===== src/led_pwm_pkg.sv =====
// Constants for the LED PWM intensity block: register offsets, field layout,
// reset values and PWM timing counts.
// Assumes a 125 MHz system clock and a nominal 32 kHz PWM step rate.
package led_pwm_pkg;
	// Register map, byte offsets on the register port
	localparam logic [7:0] MASTER_OFS = 8'h0E;
	localparam logic [7:0] INTENS_OFS_FIRST = 8'h10;
	localparam logic [7:0] INTENS_OFS_LAST = 8'h17;
	localparam logic [7:0] RSVD_READ = 8'h00;
	// Field layout of the master and seventeenth-output register
	localparam int MASTER_LSB = 4;
	localparam int CODE_W = 4;
	localparam int NUM_INTENS_REGS = 8;
	localparam int NUM_PORTS = 16;
	localparam int NUM_OUTS = 17;
	// Reset values: master zero keeps every output static after reset
	localparam logic [7:0] MASTER_RESET = 8'h00;
	localparam logic [7:0] INTENS_RESET = 8'hFF;
	// Intensity code that means static output
	localparam logic [3:0] STATIC_CODE = 4'hF;
	localparam logic [3:0] MASTER_OFF = 4'h0;
	// PWM period: 15 master timeslots of 16 cycles
	localparam int SLOT_CYCLES = 16;
	localparam int NUM_SLOTS = 15;
	localparam logic [7:0] PERIOD_LAST = 8'(NUM_SLOTS * SLOT_CYCLES - 1);
	// Step rate of the internal oscillator derived from the system clock
	localparam int SYS_FREQ_HZ = 125_000_000;
	localparam int OSC_FREQ_HZ = 32_000;
	localparam int OSC_DIV = SYS_FREQ_HZ / OSC_FREQ_HZ;
	localparam int DIV_W = 12;
	localparam logic [DIV_W-1:0] DIV_LAST = DIV_W'(OSC_DIV - 1);
endpackage : led_pwm_pkg


===== src/led_pwm_intensity_control.sv =====
// PWM intensity logic for 16 open-drain ports and a seventeenth output.
// Assumes the register port, global-select and blink bits come from logic on sys_clk.
// Function
// - Master zero: all outputs static, settings ignored
// - Global set: per-output registers ignored
// - Global intensity applies to all outputs
// - Code n: active level lasts (n+1)/16
// - Code 0xF: static level from phase bit
// - Current blink phase bit selects output polarity
// - Seventeenth-output field doubles as global setting
// - Single flag replaces all 16 port settings
// - Master and global fields give 240 steps
// - Period 15 slots of 16, master gates
// - Full scale ignores master gating, static level
// - Phase bit 1 high impedance, 0 low
`timescale 1ns/10ps
`default_nettype none
module led_pwm_intensity_control
	import led_pwm_pkg::*;
#(
	// System clocks per PWM step; a bench may shorten it to reach whole periods
	parameter int STEP_DIV = OSC_DIV
)
(
	input wire logic sys_clk,
	input wire logic nrst,
	input wire logic [7:0] reg_addr,
	input wire logic [7:0] reg_wdata,
	input wire logic reg_wr,
	input wire logic global_sel,
	input wire logic blink_en,
	input wire logic blink_flip,
	input wire logic [NUM_OUTS-1:0] phase0_bits,
	input wire logic [NUM_OUTS-1:0] phase1_bits,
	output logic [7:0] reg_rdata,
	output logic [NUM_PORTS-1:0] port_out,
	output logic [NUM_PORTS-1:0] port_oe,
	output logic seventeenth_out,
	output logic seventeenth_oe
);

	logic [7:0] master_q, master_d;
	logic [7:0] intens_q [NUM_INTENS_REGS];
	logic [7:0] intens_d [NUM_INTENS_REGS];
	logic [7:0] rdata_q, rdata_d;
	logic [DIV_W-1:0] div_q, div_d;
	logic [7:0] step_q, step_d;
	logic [NUM_OUTS-1:0] low_q, low_d;
	logic [NUM_OUTS-1:0] cur_bits;
	logic [CODE_W-1:0] eff_code [NUM_OUTS];
	logic [3:0] master_f;
	logic [3:0] slot;
	logic [3:0] cyc;
	logic tick;
	logic pwm_on;

	// Divider end count; STEP_DIV must not exceed 2**DIV_W
	localparam logic [DIV_W-1:0] STEP_LAST = DIV_W'(STEP_DIV - 1);

	// Index of a per-output intensity register, valid only inside the window
	function automatic logic [2:0] intens_idx(input logic [7:0] addr);
		logic [7:0] rel;
		rel = addr - INTENS_OFS_FIRST;
		return rel[2:0];
	endfunction : intens_idx

	function automatic logic in_intens(input logic [7:0] addr);
		return (addr >= INTENS_OFS_FIRST) && (addr <= INTENS_OFS_LAST);
	endfunction : in_intens

	// Drive-low decision for one output
	function automatic logic drive_low(
		input logic on,
		input logic [3:0] code,
		input logic [3:0] m,
		input logic [3:0] s,
		input logic [3:0] c,
		input logic bit_v
	);
		logic active;
		active = 1'b0;
		if (!on || code == STATIC_CODE) begin
			// Static level, no gating, so no glitch at slot edges
			return !bit_v;
		end
		active = (s < m) && (c <= code);
		return bit_v ? !active : active;
	endfunction : drive_low

	assign master_f = master_q[7:MASTER_LSB];
	assign pwm_on = (master_f != MASTER_OFF);
	assign slot = step_q[7:4];
	assign cyc = step_q[3:0];
	assign tick = (div_q == STEP_LAST);
	assign cur_bits = (blink_en && blink_flip) ? phase1_bits : phase0_bits;

	// Effective intensity code of each output
	generate
		for (genvar k = 0; k < NUM_PORTS; k++) begin : g_code
			// One flag switches every port at once; no subset can be global
			assign eff_code[k] = global_sel ? master_q[CODE_W-1:0]
				: intens_q[k/2][(k%2)*CODE_W +: CODE_W];
		end
	endgenerate
	// Own field of the seventeenth output is also the global field
	assign eff_code[NUM_OUTS-1] = master_q[CODE_W-1:0];

	// Register file
	always_comb begin
		master_d = master_q;
		for (int i = 0; i < NUM_INTENS_REGS; i++) begin
			intens_d[i] = intens_q[i];
		end
		if (reg_wr && reg_addr == MASTER_OFS) begin
			master_d = reg_wdata;
		end else if (reg_wr && in_intens(reg_addr)) begin
			intens_d[intens_idx(reg_addr)] = reg_wdata;
		end
		if (reg_addr == MASTER_OFS) begin
			rdata_d = master_q;
		end else if (in_intens(reg_addr)) begin
			rdata_d = intens_q[intens_idx(reg_addr)];
		end else begin
			rdata_d = RSVD_READ;
		end
	end

	always_ff @(posedge sys_clk) begin
		if (!nrst) begin
			master_q <= MASTER_RESET;
			rdata_q <= RSVD_READ;
			for (int i = 0; i < NUM_INTENS_REGS; i++) begin
				intens_q[i] <= INTENS_RESET;
			end
		end else begin
			master_q <= master_d;
			rdata_q <= rdata_d;
			for (int i = 0; i < NUM_INTENS_REGS; i++) begin
				intens_q[i] <= intens_d[i];
			end
		end
	end

	// Oscillator divider and PWM step counter
	always_comb begin
		div_d = div_q;
		step_d = step_q;
		if (!pwm_on) begin
			// Held at period start so PWM restarts cleanly
			div_d = '0;
			step_d = '0;
		end else if (tick) begin
			div_d = '0;
			step_d = (step_q == PERIOD_LAST) ? 8'h00 : step_q + 8'h01;
		end else begin
			div_d = div_q + DIV_W'(1);
		end
	end

	always_ff @(posedge sys_clk) begin
		if (!nrst) begin
			div_q <= '0;
			step_q <= '0;
		end else begin
			div_q <= div_d;
			step_q <= step_d;
		end
	end

	// Pin drive, registered so outputs never glitch
	always_comb begin
		for (int k = 0; k < NUM_OUTS; k++) begin
			low_d[k] = drive_low(pwm_on, eff_code[k], master_f, slot, cyc, cur_bits[k]);
		end
	end

	always_ff @(posedge sys_clk) begin
		if (!nrst) begin
			low_q <= '0;
		end else begin
			low_q <= low_d;
		end
	end

	assign reg_rdata = rdata_q;
	assign port_oe = low_q[NUM_PORTS-1:0];
	assign seventeenth_oe = low_q[NUM_OUTS-1];
	// Open drain: the driven level is always low
	assign port_out = '0;
	assign seventeenth_out = 1'b0;
endmodule : led_pwm_intensity_control
`default_nettype wire


===== config.mk =====
export PLATFORM = sky130hd
export DESIGN_NAME = led_pwm_intensity_control
export DESIGN_NICKNAME = d
export VERILOG_FILES = /design/src/led_pwm_pkg.sv /design/src/led_pwm_intensity_control.sv
export SDC_FILE = /design/constraint.sdc
export NUM_CORES = 1
export LEC_CHECK = 0
export ABC_AREA = 0
export BUFFER_PORTS_ARGS = -buffer_cell sky130_fd_sc_hd__buf_2
export CORE_AREA = 2 2 157 159
export DETAILED_ROUTE_END_ITERATION = 7
export DIE_AREA = 0 0 159 161
export PLACE_DENSITY_LB_ADDON = 0.2
export SETUP_SLACK_MARGIN = 0.02
export SLEW_MARGIN = 20
export SYNTH_ARGS = -nofsm -noshare
export SYNTH_HDL_FRONTEND = slang
export SYNTH_SLANG_ARGS = --single-unit

===== constraint.sdc =====
create_clock -name sys_clk -period 3.1 [get_ports sys_clk]
set_clock_uncertainty 0.15 [all_clocks]
set_input_delay 0.31 -clock sys_clk [delete_from_list [all_inputs] [get_ports sys_clk]]
set_output_delay 0.31 -clock sys_clk [all_outputs]
set_load 0.02 [all_outputs]

==> summary.txt <==
Outcome
  – Status: completed

Route
  – DR iter-0 viols: 647
  – M1 WL: 13,400 um
  – Routed vias/inst: 5.38
  – DRT antenna net count: 0
  – Top layer in use: met4
  – Detailed-route DRC error count: 0
  – Vias: 7,411
  – Met3 routed WL: 1510 um
  – DR pass1 iterations: 5
  – Final WL: 25,900 um
  – Wire length per cell: 18.8 um
  – DR WL met2: about 11,000 um

Floorplan
  – Core Region: 0.0240 mm^2
  – Die W: about 160 um
  – Row count: 57
  – DIE AREA: 0.0256 mm^2
  – Die Height: 161 um
  – I/O pin count: a little under 100
  – Initial Util: 33.5%

Synth
  – Post-Syn Instances: 977
  – Mux contribution to synthesized area: 11.2%
  – Post-Synth XOR/XNOR Area: about 1.4%
  – Synth Area in Compound Gates: 19.5%
  – Ys Warns: 0
  – Number of synthesized flops with an enable pin: 0
  – Main combinational cell family by area after synthesis: simple AND/OR/NAND/NOR gates
  – Synth top cells by count: dfxtp_1, nand2_1, a21oi_1
  – Synth Area in Simple Gates: 20.7%
  – Netlist cell types: 56
  – Share of the synthesized area in the top cell type: 29.2%
  – Dominant cell by count in the synthesized netlist: dfxtp_1
  – Post-synthesis sequential area ratio: between 20% and 30%
  – Synthesized area per cell: around 8.2 um^2
  – Post-Synth Adder-Cell Area: between 10% and 20%
  – Synth Register Bits: 117
  – Largest cells by area after synthesis: dfxtp_1, ha_1, mux2i_1
  – Leading area contributor after synthesis: dfxtp_1
  – Synth Flop Type: dfxtp_1
  – Cell Area, Synth: 0.00803 mm^2
  – Post-synthesis async set-or-reset flop share: 0%

Clock network
  – Clock root buffer: clkbuf_16
  – Number of hold buffers added after CTS: 0
  – Latest clock arrival within the worst-skew pair: ~0.43 ns
  – Worst-path clk slew: 0.06 ns
  – TritonCTS Sinks: 117
  – CTS tree: built
  – Post-CTS Setup Repair Bufs: 0
  – CTS Buffer Depth: 2
  – Number of buffers created by CTS: 17
  – CTS H-Tree Depth: 4
  – CTS resizes: 0

Worst setup path
  – Critical Path AT: ~2.6 ns
  – Crit path kind: reg2reg
  – Max FO, Critical Path: 21
  – CP endpoint kind: flop
  – WP data required: 3.23 ns
  – Type of origin of the critical path: flop
  – Worst R2R Path Depth: 3

STA
  – Unrepaired setup endpoints after global routing: no
  – Slew margin rel.: 34.9%
  – Fin. Hold Viols: 0
  – Setup tns final: 0 ns
  – Fin crit share: roughly four fifths
  – Final setup violation count: 0
  – Slew @ Worst Pin: 0.975 ns
  – Max Freq: 0.413 GHz
  – Max Slew Vio Count: 0
  – Fin crit period: 2.42 ns
  – Hold Slack: ~0.1 ns

Cells and area
  – Share of cells above drive strength 1: 15.2%
  – Nets@finish: 1,171
  – Fillers: 2,475
  – Syn-to-layout area delta: 15.6%
  – Fin util: a little under 40%
  – Inserted Diodes: 0

Global route
  – Largest net degree at the start of global routing: 41
  – First-pass GRT wire length: a little over 40,000 um
  – Initial antenna violation count: 0
  – Congestion Overflow GR: 0
  – Number of global-route vias before repair: 6,864
  – All-layer global routing usage: 20.3%

Hold path
  – WHS Path Cells: 3
  – HP Class: in2reg

Placement
  – Final Wtd Congestion: 0.874
  – IO Port Bufs: 80
  – Post-DP HPWL: about 19,000 um

Power and ir drop
  – Largest vdd supply drop: 0.249 mV
  – Leakage power: 3.98 nW
  – Pwr dens: 416 mW/mm^2

Job
  – MaxCap Viol Count: 0
-- metal layers --
layer	GRT usage (%)	vias up
met5	0	-
met4	5.70	0
met3	3.42	19
met2	29.4	266
met1	30.8	3440
li1	-	3686
-- cell families (layout without fill, tap and decap cells) --
group,after synthesis,after routing
other cells,1,17
fa+ha+maj,74,74
buf+inv,117,178
flops,117,117
mux,89,89
compound gates,238,238
xor+xnor,13,13
simple gates,328,328
-- state kept, by name (all words and copies together), names as in the netlist --
name,cells
reg_rdata,8
div_q,12
low_q,17
master_q,8
intens_q,64
step_q,8
-- path summary, 6_finish.rpt --
kind / from / to / slack [ns]
worst max-delay path: step_q[3]$_SDFFE_PN0P_ / step_q[5]$_SDFFE_PN0P_ / 0.68
worst min-delay path: reg_wdata[6] / intens_q[4][6]$_SDFFE_PN1P_ / 0.1
worst max register to register: step_q[3]$_SDFFE_PN0P_ / step_q[5]$_SDFFE_PN0P_ / 0.68
worst min register to register: div_q[0]$_SDFF_PP0_ / div_q[0]$_SDFF_PP0_ / 0.35
-- cell type report --
class	instances	area, um^2	area share (%)
Multi-Input combinational cell	759	5240	56.4
Sequential cell	117	2340	25.2
Timing Repair Buffer	105	591	6.36
Clock buffer	17	425	4.58
Tap cell	324	405	4.37
Inverter	41	154	1.66
Clock inverter	15	131	1.41
-- per-stage QoR --
stage	total power, W	instance area [um^2]	worst slack (ns)	cells
finish	0.00386	9290	0.678	1378
global placement	0.00198	8730	0.610	1346
global route	0.00400	9290	0.471	1378
floorplan	0.00187	8090	0.180	993
CTS	0.00389	9290	0.651	1378
detailed placement	0.00199	8730	0.595	1346
-- power breakdown --
part,switching [W],internal [W]
clock,0.000801,0.00110
combinational,0.000276,0.000156
sequential,0.00000563,0.00152
total,0.00108,0.00278
-- worst max-delay path, stage by stage, from the launching register on --
cell	delay, ns
dfxtp_1	0.95
nand3_1	0.38
o31ai_1	0.68
nor2_1	0.11
-- layout by cell type, fill, tap and decap left out, types with 7 or more instances in the layout --
cell type  instances
dfxtp_1          117
nand2_1          114
a21oi_1           82
mux2i_1           81
buf_2             79
ha_1              74
nand3_1           65
nor2_1            41
inv_1             39
o21ai_0           37
o211ai_1          37
nand3b_1          27
buf_4             26
a22oi_1           19
nor3_1            17
conb_1            17
clkbuf_16         17
nand4_1           16
o22ai_1           11
o41a_1            11
nor2b_1            9
mux2_2             8
xnor2_1            8
a211o_1            8
nand2b_1           7
No activity file was read; power rests on OpenSTA's default activity.
